--- src/lfocal_pkg.sv ---
// Constants, register map and carrier types of the low frequency oscillator calibration block.
// Assumes a single 40 MHz reference clock and synchronous register and oscillator inputs.
package lfocal_pkg;

  localparam int unsigned ADDR_W = 6;
  localparam int unsigned DATA_W = 16;

  // Register byte offsets
  localparam logic [5:0] OFS_CALIB_STATUS        = 6'h00;
  localparam logic [5:0] OFS_CALIB_CONTROL       = 6'h04;
  localparam logic [5:0] OFS_TRIM_UPPER_LIMIT    = 6'h08;
  localparam logic [5:0] OFS_TRIM_LOWER_LIMIT    = 6'h0C;
  localparam logic [5:0] OFS_TRIM_VALUE          = 6'h10;
  localparam logic [5:0] OFS_SLOW_PERIOD_TARGET  = 6'h14;
  localparam logic [5:0] OFS_SLOW_PERIOD_COUNT   = 6'h18;
  localparam logic [5:0] OFS_FAST_COUNT_EXPECTED = 6'h1C;
  localparam logic [5:0] OFS_FAST_COUNT_CAPTURED = 6'h20;

  // Control field positions
  localparam int unsigned CTRL_HOLD_TRIM_BIT  = 6;
  localparam int unsigned CTRL_TOL_SELECT_BIT = 5;
  localparam int unsigned CTRL_ENABLE_BIT     = 4;
  localparam int unsigned CTRL_IRQ_EN_W       = 4;
  localparam int unsigned CTRL_W              = 7;

  // Status field positions
  localparam int unsigned STAT_LAST_STEP_DOWN   = 5;
  localparam int unsigned STAT_LAST_STEP_UP     = 4;
  localparam int unsigned STAT_LOWER_LIMIT_HIT  = 3;
  localparam int unsigned STAT_UPPER_LIMIT_HIT  = 2;
  localparam int unsigned STAT_FAST_CNT_OVF     = 1;
  localparam int unsigned STAT_CYCLE_DONE       = 0;
  localparam int unsigned STAT_W                = 6;

  // Reset values
  localparam logic [STAT_W-1:0] STATUS_RST        = 6'h00;
  localparam logic [CTRL_W-1:0] CONTROL_RST       = 7'h00;
  localparam logic [5:0]        TRIM_UPPER_FACTORY = 6'h3F;
  localparam logic [5:0]        TRIM_LOWER_RST    = 6'h00;
  localparam logic [5:0]        TRIM_VALUE_RST    = 6'h20;
  localparam logic [2:0]        SLOW_TARGET_RST   = 3'h0;
  localparam logic [2:0]        SLOW_COUNT_RST    = 3'h0;
  localparam logic [12:0]       FAST_EXPECTED_RST = 13'h0000;
  localparam logic [12:0]       FAST_COUNT_RST    = 13'h0000;
  localparam logic [12:0]       FAST_COUNT_MAX    = 13'h1FFF;
  localparam logic [15:0]       RDATA_RST         = 16'h0000;

  // Comparison bands, 16 * (1 + tolerance_select)
  localparam logic [13:0] TOL_TIGHT = 14'h0010;
  localparam logic [13:0] TOL_WIDE  = 14'h0020;

  typedef enum logic [1:0] {
    ST_IDLE  = 2'b00,
    ST_ARM   = 2'b01,
    ST_COUNT = 2'b10,
    ST_EVAL  = 2'b11
  } lfocal_state_e;

  typedef struct packed {
    logic [ADDR_W-1:0] addr;
    logic [DATA_W-1:0] wdata;
    logic              wr;
    logic              rd;
  } lfocal_bus_s;

  typedef struct packed {
    logic fast_clock;
    logic slow_clock;
    logic fast_osc_on;
  } lfocal_osc_s;

endpackage : lfocal_pkg

--- src/lfocal_top.sv ---
// Low frequency oscillator calibration: counts fast clock cycles over a number of slow clock
// periods, compares against an expected count and steps the oscillator trim code by one.
// Assumes both oscillator clocks arrive as levels synchronous to i_ref_clk (fast clock below 20 MHz).
//
// Functional notes
// (RULE_01) Enabled cycle counts fast clocks, then compares
// (RULE_02) Tolerance select: clear 16, set 32 counts
// (RULE_03) Count above band steps trim up
// (RULE_04) Count below band steps trim down
// (RULE_05) Count inside band leaves trim unchanged
// (RULE_06) Software repeats cycles until settled or limited
// (RULE_07) Upper limit read-only, factory value 0x3F
// (RULE_08) Trim written above limit clamps to limit
// (RULE_09) Lower limit read/write, reset 0x00
// (RULE_10) Fast oscillator off aborts cycle, trim kept
// (RULE_11) Reading status clears all its flags
// (RULE_12) Bit 5 flags a decrement request, even blocked
// (RULE_13) Bit 4 flags an increment request, even blocked
// (RULE_14) Bits 3/2 flag lower/upper limit reached
// (RULE_15) Bit 1 flags fast counter overflow
// (RULE_16) Bit 0 flags one cycle completed
// (RULE_17) Control bit 6 holds trim at cycle end
// (RULE_18) Control bit 4 enables the calibration block
// (RULE_19) Control bits 3..0 enable each interrupt
// (RULE_20) Software writes zero to control bit 7
// (RULE_21) Software loads expected count from frequency ratio
// (RULE_22) Slow target three bits, zero disables counting
// (RULE_23) Six-bit trim never stepped below lower limit
// (RULE_24) Interrupt when any flag and enable set
//
// Chosen here: the plain strobed port.
module lfocal_top (
  input  wire logic                      i_ref_clk,
  input  wire logic                      i_reset,
  input  wire lfocal_pkg::lfocal_bus_s   i_bus,
  input  wire lfocal_pkg::lfocal_osc_s   i_osc,
  output logic [lfocal_pkg::DATA_W-1:0]  o_rdata,
  output logic [5:0]                     o_osc_trim_code,
  output logic                           o_irq
);
  import lfocal_pkg::*;

  lfocal_state_e            state_q;
  lfocal_state_e            state_d;
  logic [CTRL_W-1:0]        ctrl_q;
  logic [5:0]               lower_q;
  logic [5:0]               trim_q;
  logic [5:0]               trim_d;
  logic [2:0]               slow_tgt_q;
  logic [2:0]               slow_cnt_q;
  logic [2:0]               slow_cnt_d;
  logic [12:0]              fast_exp_q;
  logic [12:0]              fast_cnt_q;
  logic [12:0]              fast_cnt_d;
  logic [STAT_W-1:0]        flags_q;
  logic [STAT_W-1:0]        flags_d;
  logic [STAT_W-1:0]        flag_set;
  logic                     fast_prev_q;
  logic                     slow_prev_q;
  logic [DATA_W-1:0]        rdata_q;

  // Bus decode
  wire wr_ctrl    = i_bus.wr && (i_bus.addr == OFS_CALIB_CONTROL);
  wire wr_lower   = i_bus.wr && (i_bus.addr == OFS_TRIM_LOWER_LIMIT);
  wire wr_trim    = i_bus.wr && (i_bus.addr == OFS_TRIM_VALUE);
  wire wr_tgt     = i_bus.wr && (i_bus.addr == OFS_SLOW_PERIOD_TARGET);
  wire wr_exp     = i_bus.wr && (i_bus.addr == OFS_FAST_COUNT_EXPECTED);
  wire rd_status  = i_bus.rd && (i_bus.addr == OFS_CALIB_STATUS);

  // Oscillator edges
  wire fast_rise  = i_osc.fast_clock & ~fast_prev_q;
  wire slow_rise  = i_osc.slow_clock & ~slow_prev_q;

  // Control fields
  wire hold_trim        = ctrl_q[CTRL_HOLD_TRIM_BIT];
  wire tolerance_select = ctrl_q[CTRL_TOL_SELECT_BIT];
  wire calib_enable     = ctrl_q[CTRL_ENABLE_BIT];

  // A write of the control word with the enable bit set, the fast oscillator on and a nonzero slow target launches one cycle
  wire start_cycle = wr_ctrl && i_bus.wdata[CTRL_ENABLE_BIT] && i_osc.fast_osc_on
                     && (slow_tgt_q != SLOW_TARGET_RST);                                   // [RULE_18] [RULE_22]
  // Losing the fast clock, the enable or the target drops the cycle with no trim change
  wire abort_cycle = ~i_osc.fast_osc_on || ~calib_enable
                     || (slow_tgt_q == SLOW_TARGET_RST);                                   // [RULE_10] [RULE_22]

  wire counting   = (state_q == ST_COUNT);
  wire slow_last  = slow_rise && (slow_cnt_q + 3'h1 == slow_tgt_q);
  wire fast_ovf   = counting && fast_rise && (fast_cnt_q == FAST_COUNT_MAX);
  wire eval_now   = (state_q == ST_EVAL);

  // Comparison, widened one bit so the band never wraps
  wire [13:0] tol_band  = tolerance_select ? TOL_WIDE : TOL_TIGHT;                         // [RULE_02]
  wire [13:0] cnt_wide  = {1'b0, fast_cnt_q};
  wire [13:0] exp_wide  = {1'b0, fast_exp_q};
  wire        need_up   = cnt_wide > (exp_wide + tol_band);                                // [RULE_03]
  wire        need_down = (cnt_wide + tol_band) < exp_wide;                                // [RULE_04]

  wire do_up    = eval_now && need_up && ~hold_trim && (trim_q < TRIM_UPPER_FACTORY);      // [RULE_03] [RULE_17]
  wire do_down  = eval_now && need_down && ~hold_trim && (trim_q > lower_q);               // [RULE_04] [RULE_17] [RULE_23]
  wire [5:0] trim_after = do_up ? (trim_q + 6'h01) : (do_down ? (trim_q - 6'h01) : trim_q); // [RULE_05]

  // Software trim writes above the factory ceiling fall back to it; the whole byte is
  // compared, since a six-bit slice can never exceed the ceiling
  wire [5:0] trim_wr_val = (i_bus.wdata[7:0] > {2'b00, TRIM_UPPER_FACTORY}) ? TRIM_UPPER_FACTORY
                                                                            : i_bus.wdata[5:0]; // [RULE_08]

  // Event sources for status flags
  assign flag_set[STAT_CYCLE_DONE]      = eval_now;                                        // [RULE_16]
  assign flag_set[STAT_FAST_CNT_OVF]    = fast_ovf;                                        // [RULE_15]
  assign flag_set[STAT_UPPER_LIMIT_HIT] = eval_now && need_up
                                          && (trim_after >= TRIM_UPPER_FACTORY);           // [RULE_14]
  assign flag_set[STAT_LOWER_LIMIT_HIT] = eval_now && need_down && (trim_after <= lower_q); // [RULE_14]
  assign flag_set[STAT_LAST_STEP_UP]    = eval_now && need_up;                             // [RULE_13]
  assign flag_set[STAT_LAST_STEP_DOWN]  = eval_now && need_down;                           // [RULE_12]

  // Clear on read, but an event in the same cycle survives the read
  genvar g;
  generate
    for (g = 0; g < STAT_W; g++) begin : g_flag
      assign flags_d[g] = flag_set[g] | (flags_q[g] & ~rd_status);                         // [RULE_11]
    end
  endgenerate

  // Sequencer
  always_comb begin
    state_d = state_q;
    case (state_q)
      ST_IDLE: begin
        if (start_cycle) begin
          state_d = ST_ARM;
        end
      end
      ST_ARM: begin
        if (abort_cycle) begin
          state_d = ST_IDLE;
        end else if (slow_rise) begin
          state_d = ST_COUNT;
        end
      end
      ST_COUNT: begin
        if (abort_cycle) begin
          state_d = ST_IDLE;                                                               // [RULE_10]
        end else if (slow_last) begin
          state_d = ST_EVAL;                                                               // [RULE_01]
        end
      end
      ST_EVAL: begin
        state_d = ST_IDLE;
      end
      default: begin
        state_d = ST_IDLE;
      end
    endcase
  end

  // Counters: both restart on the slow edge that opens the window
  always_comb begin
    slow_cnt_d = slow_cnt_q;
    fast_cnt_d = fast_cnt_q;
    if ((state_q == ST_ARM) && slow_rise && ~abort_cycle) begin
      slow_cnt_d = SLOW_COUNT_RST;
      fast_cnt_d = FAST_COUNT_RST;
    end else if (counting && ~abort_cycle) begin
      if (slow_rise) begin
        slow_cnt_d = slow_cnt_q + 3'h1;
      end
      // Saturation keeps an overflowed window reading as too long, not wrapped short
      if (fast_rise && (fast_cnt_q != FAST_COUNT_MAX)) begin
        fast_cnt_d = fast_cnt_q + 13'h0001;                                                // [RULE_01]
      end
    end
  end

  // Cycle end step wins over a software write in the same cycle
  always_comb begin
    trim_d = trim_q;
    if (eval_now) begin
      trim_d = trim_after;                                                                 // [RULE_03] [RULE_04]
    end else if (wr_trim) begin
      trim_d = trim_wr_val;                                                                // [RULE_08]
    end
  end

  // Read mux; the upper limit is a constant, so writes to it go nowhere
  wire [DATA_W-1:0] rd_mux =
      (i_bus.addr == OFS_CALIB_STATUS)        ? {10'h000, flags_q}          :
      (i_bus.addr == OFS_CALIB_CONTROL)       ? {9'h000, ctrl_q}            :
      (i_bus.addr == OFS_TRIM_UPPER_LIMIT)    ? {10'h000, TRIM_UPPER_FACTORY} :            // [RULE_07]
      (i_bus.addr == OFS_TRIM_LOWER_LIMIT)    ? {10'h000, lower_q}          :
      (i_bus.addr == OFS_TRIM_VALUE)          ? {10'h000, trim_q}           :
      (i_bus.addr == OFS_SLOW_PERIOD_TARGET)  ? {13'h0000, slow_tgt_q}      :
      (i_bus.addr == OFS_SLOW_PERIOD_COUNT)   ? {13'h0000, slow_cnt_q}      :
      (i_bus.addr == OFS_FAST_COUNT_EXPECTED) ? {3'h0, fast_exp_q}          :
      (i_bus.addr == OFS_FAST_COUNT_CAPTURED) ? {3'h0, fast_cnt_q}          :
                                                RDATA_RST;

  always_ff @(posedge i_ref_clk or posedge i_reset) begin
    if (i_reset) begin
      state_q     <= ST_IDLE;
      fast_prev_q <= 1'b0;
      slow_prev_q <= 1'b0;
      slow_cnt_q  <= SLOW_COUNT_RST;
      fast_cnt_q  <= FAST_COUNT_RST;
      trim_q      <= TRIM_VALUE_RST;
      flags_q     <= STATUS_RST;
    end else begin
      state_q     <= state_d;
      fast_prev_q <= i_osc.fast_clock;
      slow_prev_q <= i_osc.slow_clock;
      slow_cnt_q  <= slow_cnt_d;
      fast_cnt_q  <= fast_cnt_d;
      trim_q      <= trim_d;
      flags_q     <= flags_d;
    end
  end

  // Software registers; reserved bits are dropped so they read as zero
  always_ff @(posedge i_ref_clk or posedge i_reset) begin
    if (i_reset) begin
      ctrl_q     <= CONTROL_RST;
      lower_q    <= TRIM_LOWER_RST;
      slow_tgt_q <= SLOW_TARGET_RST;
      fast_exp_q <= FAST_EXPECTED_RST;
    end else begin
      if (wr_ctrl) begin
        ctrl_q <= i_bus.wdata[CTRL_W-1:0];                                                 // [RULE_18] [RULE_19]
      end
      if (wr_lower) begin
        lower_q <= i_bus.wdata[5:0];                                                       // [RULE_09]
      end
      if (wr_tgt) begin
        slow_tgt_q <= i_bus.wdata[2:0];                                                    // [RULE_22]
      end
      if (wr_exp) begin
        fast_exp_q <= i_bus.wdata[12:0];
      end
    end
  end

  always_ff @(posedge i_ref_clk or posedge i_reset) begin
    if (i_reset) begin
      rdata_q <= RDATA_RST;
    end else begin
      rdata_q <= i_bus.rd ? rd_mux : RDATA_RST;
    end
  end

  assign o_rdata         = rdata_q;
  assign o_osc_trim_code = trim_q;
  assign o_irq           = |(flags_q[CTRL_IRQ_EN_W-1:0] & ctrl_q[CTRL_IRQ_EN_W-1:0]);      // [RULE_19] [RULE_24]

endmodule : lfocal_top
--- config.mk ---
export PLATFORM = sky130hd
export DESIGN_NAME = lfocal_top
export DESIGN_NICKNAME = d
export VERILOG_FILES = /design/src/lfocal_pkg.sv /design/src/lfocal_top.sv
export SDC_FILE = /design/constraint.sdc
export NUM_CORES = 1
export LEC_CHECK = 0
export BUFFER_PORTS_ARGS = -buffer_cell sky130_fd_sc_hd__buf_2
export CAP_MARGIN = 20
export CORE_MARGIN = 2
export CORE_UTILIZATION = 54
export CTS_CLUSTER_DIAMETER = 150
export DETAILED_ROUTE_END_ITERATION = 6
export PLACE_DENSITY = 0.77
export SYNTH_ARGS = -nofsm -noshare
export SYNTH_HDL_FRONTEND = slang
export SYNTH_SLANG_ARGS = --single-unit
--- constraint.sdc ---
create_clock -name i_ref_clk -period 4.5 [get_ports i_ref_clk]
set_clock_uncertainty 0.15 [all_clocks]
set_input_delay 0 -clock i_ref_clk [delete_from_list [all_inputs] [get_ports i_ref_clk]]
set_output_delay 0 -clock i_ref_clk [all_outputs]
set_load 0.03 [all_outputs]
==> Yosys cells after proc, flatten, opt, wreduce, memory -nomap -nowiden <==
Index checks and enable logic that the tools add are counted.
{ "op_classes": {"add_sub_neg": 6, "order_cmp": 7, "bitwise": 22, "reduce_logical": 38, "eq_ne": 17, "n_mux": 28} }
{ "op_table": {"columns": ["op", "n"], "rows": [
  ["two-way mux 13 bit", 13],
  ["two-way mux 6 bit", 6],
  ["adder 13 x 6 -> 14 bit", 2],
  ["equality test 6 x 5 -> 1 bit, second input constant", 4],
  ["logical AND 1 bit", 24],
  ["greater-than comparator 13 x 14 -> 1 bit", 1],
  ["less-than comparator 14 x 13 -> 1 bit", 1],
  ["adder 13 x 1 -> 13 bit, second input constant", 1],
  ["equality test 13 bit, second input constant", 1],
  ["!= test 13 bit, second input constant", 1],
  ["equality test 6 x 4 -> 1 bit, second input constant", 2],
  ["two-way mux 2 bit", 5],
  ["two-way mux 3 bit", 3],
  ["bitwise AND 1 bit", 8],
  ["greater-than comparator 8 x 6 -> 1 bit, second input constant", 1],
  ["case mux 2 bit (4 select lines)", 1],
  ["nonzero test 2 bit", 4],
  ["NOT 1 bit", 7],
  ["adder 6 x 1 -> 6 bit, second input constant", 1],
  ["equality test 6 x 3 -> 1 bit, second input constant", 1],
  ["equality test 6 bit, second input constant", 1],
  [">= comparator 6 bit, second input constant", 1],
  ["greater-than comparator 6 bit", 1],
  ["less-or-equal comparator 6 bit", 1],
  ["19 further kinds", 27]
]} }
{ "totals": {"word_cells": 130, "inputBits": 29, "out_inout_bits": 23, "ff_bits": 74} }

==> Logic depth before layout (Yosys ltp) <==
{ "depth": {"ltp_word": 11, "mapped_depth": 24, "ltp_nobuf": 24} }

==> Worst setup path before layout <==
No wires, ideal clock.
{ "synth_timing": {"path_type": "flip-flop to flip-flop", "start": "register ctrl_q[5]", "end": "register flags_q[3]", "setup_time_ns": 0.083, "arrival_time_ns": 4.229, "path_stages_with_launch": 23, "path_slack_ns": 0.039, "path_cell_list": "dfrtp_1 > inv_1 > ha_1 > inv_1 > fa_1 > nor4_1 > xnor2_1 > ha_1 > nand3_1 > nor4_1 > nor3_1 > o31a_4 > a2111oi_4 > a22oi_2 > xor2_1 > inv_1 > ha_1 > o21a_1 > o21ai_0 > nand2b_1 > a21oi_1 > a31oi_1 > o21ai_0"} }
{ "synth_between": {"elab_chain_cells": 11} }
{ "synth_rtl": {"columns": ["item", "line", "rtl"], "rows": [
  ["start, declared", "lfocal_top.sv:45", "logic [CTRL_W-1:0] ctrl_q;"],
  ["start signal, assigned", "lfocal_top.sv:226", "ctrl_q <= i_bus.wdata[CTRL_W-1:0];"],
  ["two-way mux 6 bit *", "lfocal_top.sv:92", "wire [13:0] tol_band = tolerance_select ? TOL_WIDE : TOL_TIGHT;"],
  ["adder 13 x 6 -> 14 bit", "lfocal_top.sv:96", "wire need_down = (cnt_wide + tol_band) < exp_wide;"],
  ["less-than comparator 14 x 13 -> 1 bit", "lfocal_top.sv:96", null],
  ["logical AND 1 bit", "lfocal_top.sv:99, lfocal_top.sv:112", null],
  ["logical AND 1 bit (2 in a row)", "lfocal_top.sv:99", "wire do_down = eval_now && need_down && ~hold_trim && (trim_q > lower_q);"],
  ["two-way mux 6 bit (2 in a row)", "lfocal_top.sv:100", "wire [5:0] trim_after = do_up ? (trim_q + 6'h01) : (do_down ? (trim_q - 6'h01) : trim_q);"],
  ["less-or-equal comparator 6 bit", "lfocal_top.sv:112", "assign flag_set[STAT_LOWER_LIMIT_HIT] = eval_now && need_down && (trim_after <= lower_q);"],
  ["logical AND 1 bit *", "lfocal_top.sv:112", null],
  ["OR 1 bit *", "lfocal_top.sv:120", "assign flags_d[g] = flag_set[g] | (flags_q[g] & ~rd_status);"],
  ["via flags_d[3]", "lfocal_top.sv:56", "logic [STAT_W-1:0] flags_d;"],
  ["end signal, assigned", "lfocal_top.sv:213", "flags_q <= flags_d;"],
  ["end, declared", "lfocal_top.sv:55", "logic [STAT_W-1:0] flags_q;"]
]} }
Mark *: on every way through the listed nets, which the timed path passes. The rest lies on a longest branch.
A chain may end at the register's enable or synchronous reset.

==> Final worst setup path <==
Same ends and word-level chain as after synthesis.

==> qor.yml <==
leakagePower_nw: 2.77
powerDensity_mw_per_mm2: 302
grt.total_usage_pct: 27.8
synth_fa_ha_area_share_pct: 11.2
drive_gt1_share_pct: 26.8
yosys-top-cells-count: "73 x dfrtp_1, 44 x nand2_1, 43 x ha_1, 34 x nor2_1, 33 x mux2_2"
avgSynthCellArea_um2: 9.76
nets: 681
overflow: 0
start_util_pct: 55.7
yosys_warnings: 0
wl_per_cell_um: 18.8
synth-main-ff-cell: "dfrtp_1"
path_buf_inv: 3
die_y_um: 102
cts-root-buf: "clkbuf_8"
io_pins: 52
clkTransAtPathRegs_ns: 0.08
tightestPinTransition_ns: 1.00
placed_cell_area_mm2: 0.00557
regArea_mm2: 0.00185
syn_inst: 527
grt_first_pass_wirelength_um: 22000
gp_congestion: 0.948
viasPerCell: 6.09
max_freq_mhz: 228
critical_path_arrival_ns: 4.51
die_area_mm2: 0.0103
grt_pass1_vias: 4331
synth_top_family_by_area: "compound AO/OA/AOI/OAI gates"
fin_total_pwr_mw: 1.86
startpoint_type: "flip-flop"
yosysSeqAreaShare_pct: 36.0
vias: 4513
synth.top_cell.area_share_pct: 35.5
worstPathRequired_ns: 4.63
final_cell_area_mm2: 0.00615
drc: 0
die_w_um: 102
syn_to_final_growth_pct: 19.5
drtIter0Drc: 271
synth-simple-area-share_pct: 17.1
fin_crit_ns: 4.38
port_buffers: 45
insertion_delay_ns: 0.37
synth_compound_gate_area_share_pct: 17.8
rows: 35
rsz0062_at_grt: "yes"
slew_headroom_pct: 32.7
synth_cell_types: 72
fin_tns_setup_ns: 0
fill_cells: 728
cap_violations: 0
firstDrtPassIters: 5
status: "complete, no violations"
drt-total-wl_um: 13900
synth_edf_count: 0
htreeDepth: 3
grt_max_degree: 39
path_cells: "inv_2 -> buf_6 -> ha_4 -> fa_2 -> nand3_2 -> xnor2_1 -> ha_1 -> nand3_2 -> or3_4 -> a211o_1 -> nand4_1 -> buf_4 -> a211oi_2 -> a211oi_2 -> ha_1 -> o21a_1 -> o21a_1 -> o21ai_1 -> nand2b_1 -> a21oi_1 -> a31oi_1 -> o21ai_1"
ir_drop_mv: 0.198
async_flop_share_pct: 100
dp_hpwl_um: 10100
numCtsBuffers: 9
finalSetupViolCount: 0
clock_path_buffers: 2
core-area_mm2: 0.00924
multi_input_area_mm2: 0.00321
yosys-mux-area-fraction_pct: 7.81
dp.cells: 703
yosysMostFrequentCell: "dfrtp_1"
antenna_left: 0
ys_seq_elements: 74
endpoint_kind: "flip-flop"
fin_cells: 741
critPathMaxStageDelay_ns: 0.43
synthTopCellsByArea: "dfrtp_1 36%, ha_1 10%, mux2_2 7.2%"
hold_violations: 0
synth_area_leader_cell: "dfrtp_1"
period_share_pct: 97.3
finalMaxSlewViolations: 0
cts_tree: "yes"
cp_top_family: "compound AO/OA/AOI/OAI gates"
synth_xor_area_share_pct: 5.62
n_antenna_cell: 0
critPathSlowestCell: "fa_2"
grt_antenna_before_repair: 0
synthesis.area_mm2: 0.00514
path_class: "reg -> reg"
hold_path.class: "in -> reg"
cp_max_fo: 4
cts_sinks: 74
through the flow:
stage	hold slack [ns]	util, %	setup WS [ns]
after floorplan	-0.119	-	0.0386
after global placement	-0.0310	60.3	0.0842
final	0.0936	66.5	0.120
after global routing	0.112	66.5	-0.134
after detailed placement	-0.0280	60.3	0.00378
after CTS	0.0737	64.8	0.0109
kinds of logic after synthesis:
logic type	after synthesis
xor gates and xnor gates	33
adders and majority gates	45
AOI/OAI and AO/OA	117
DFF	74
other	1
muxes	36
and+or+nand+nor	172
buffers and inverters	49
final cells by class:
| type | count | area share [%] |
|---|---|---|
| multi-input cells | 406 | 52.2 |
| flip-flops and latches | 74 | 30.1 |
| repair buffers | 86 | 9.57 |
| well taps | 129 | 2.63 |
| clock buffers | 10 | 2.24 |
| inverters | 30 | 1.83 |
| clock inverters | 6 | 1.42 |
registers in the layout, indices dropped and copies added, names as in the netlist:
signal           cells
fast_prev_q          1
ctrl_q               7
state_q              2
fast_exp_q          13
fast_cnt_q          13
lower_q              6
flags_q              6
slow_cnt_q           3
slow_prev_q          1
slow_tgt_q           3
o_osc_trim_code      6
o_rdata             13
where the power goes:
part           internal [mW]  total, mW  switching (mW)
Sequential             0.720      0.793          0.0729
Clock                  0.328      0.596           0.268
Combinational          0.200      0.466           0.267
routing by layer:
| layer | vias up | wire, um | track usage (%) |
|---|---|---|---|
| met5 | - | 0 | 0 |
| met4 | 0 | 301 | 8.21 |
| met3 | 36 | 900 | 6.00 |
| met2 | 179 | 6560 | 44.1 |
| met1 | 2209 | 6130 | 38.2 |
| li1 | 2089 | - | - |
path summary, 6_finish.rpt:
check / startpoint / end / slack [ns] / cells after the start
setup / recovery: ctrl_q[5] / flags_q[3] / 0.12 / 22
hold / removal: i_bus[18] / o_rdata[9] / 0.09 / 5
setup reg to reg: ctrl_q[5] / flags_q[3] / 0.12 / 22
hold reg to reg: flags_q[4] / flags_q[4] / 0.35 / 2
max in group asynchronous: i_reset / fast_cnt_q[2] / 3.02 / 4
min in group asynchronous: i_reset / state_q[1] / 0.19 / 3
timing repair:
action	in CTS	in global routing
setup buffers	0	3
setup endpoints to repair	0	1
gates resized for setup	0	29
endpoints found under the hold margin	87	0
hold buffers	19	0
worst register-to-register path: cells and delay by family (launching register included):
family | cells | cell delay, ns
AOI/OAI and AO/OA | 9 | 1.35
xor gates and xnor gates | 1 | 0.07
adders and majority gates | 4 | 1.22
buffers and inverters | 3 | 0.34
DFF | 1 | 0.38
and+or+nand+nor | 5 | 0.79
cells in the final DEF, fill, tap and decap left out, types with 4 or more instances in the layout:
cell type	synthesis	final
inv_1	30	28
buf_2	5	45
a22oi_1	15	15
a21oi_1	27	27
nor3_1	10	9
nand2_1	44	44
o21ai_0	19	16
clkbuf_8	0	10
nand3_2	0	5
nor2b_1	7	7
mux2_2	33	33
nand4_1	8	8
nand2b_1	5	5
and3_1	9	9
ha_1	43	41
nand3_1	25	20
nor2_1	34	32
buf_4	4	20
a21o_1	9	9
xor2_1	12	12
and2_1	6	6
dfrtp_1	73	73
a221oi_1	4	4
dlygate4sd3_1	0	19
xnor2_1	21	20
nor4_1	7	5
No activity file was read; power rests on OpenSTA's default activity.
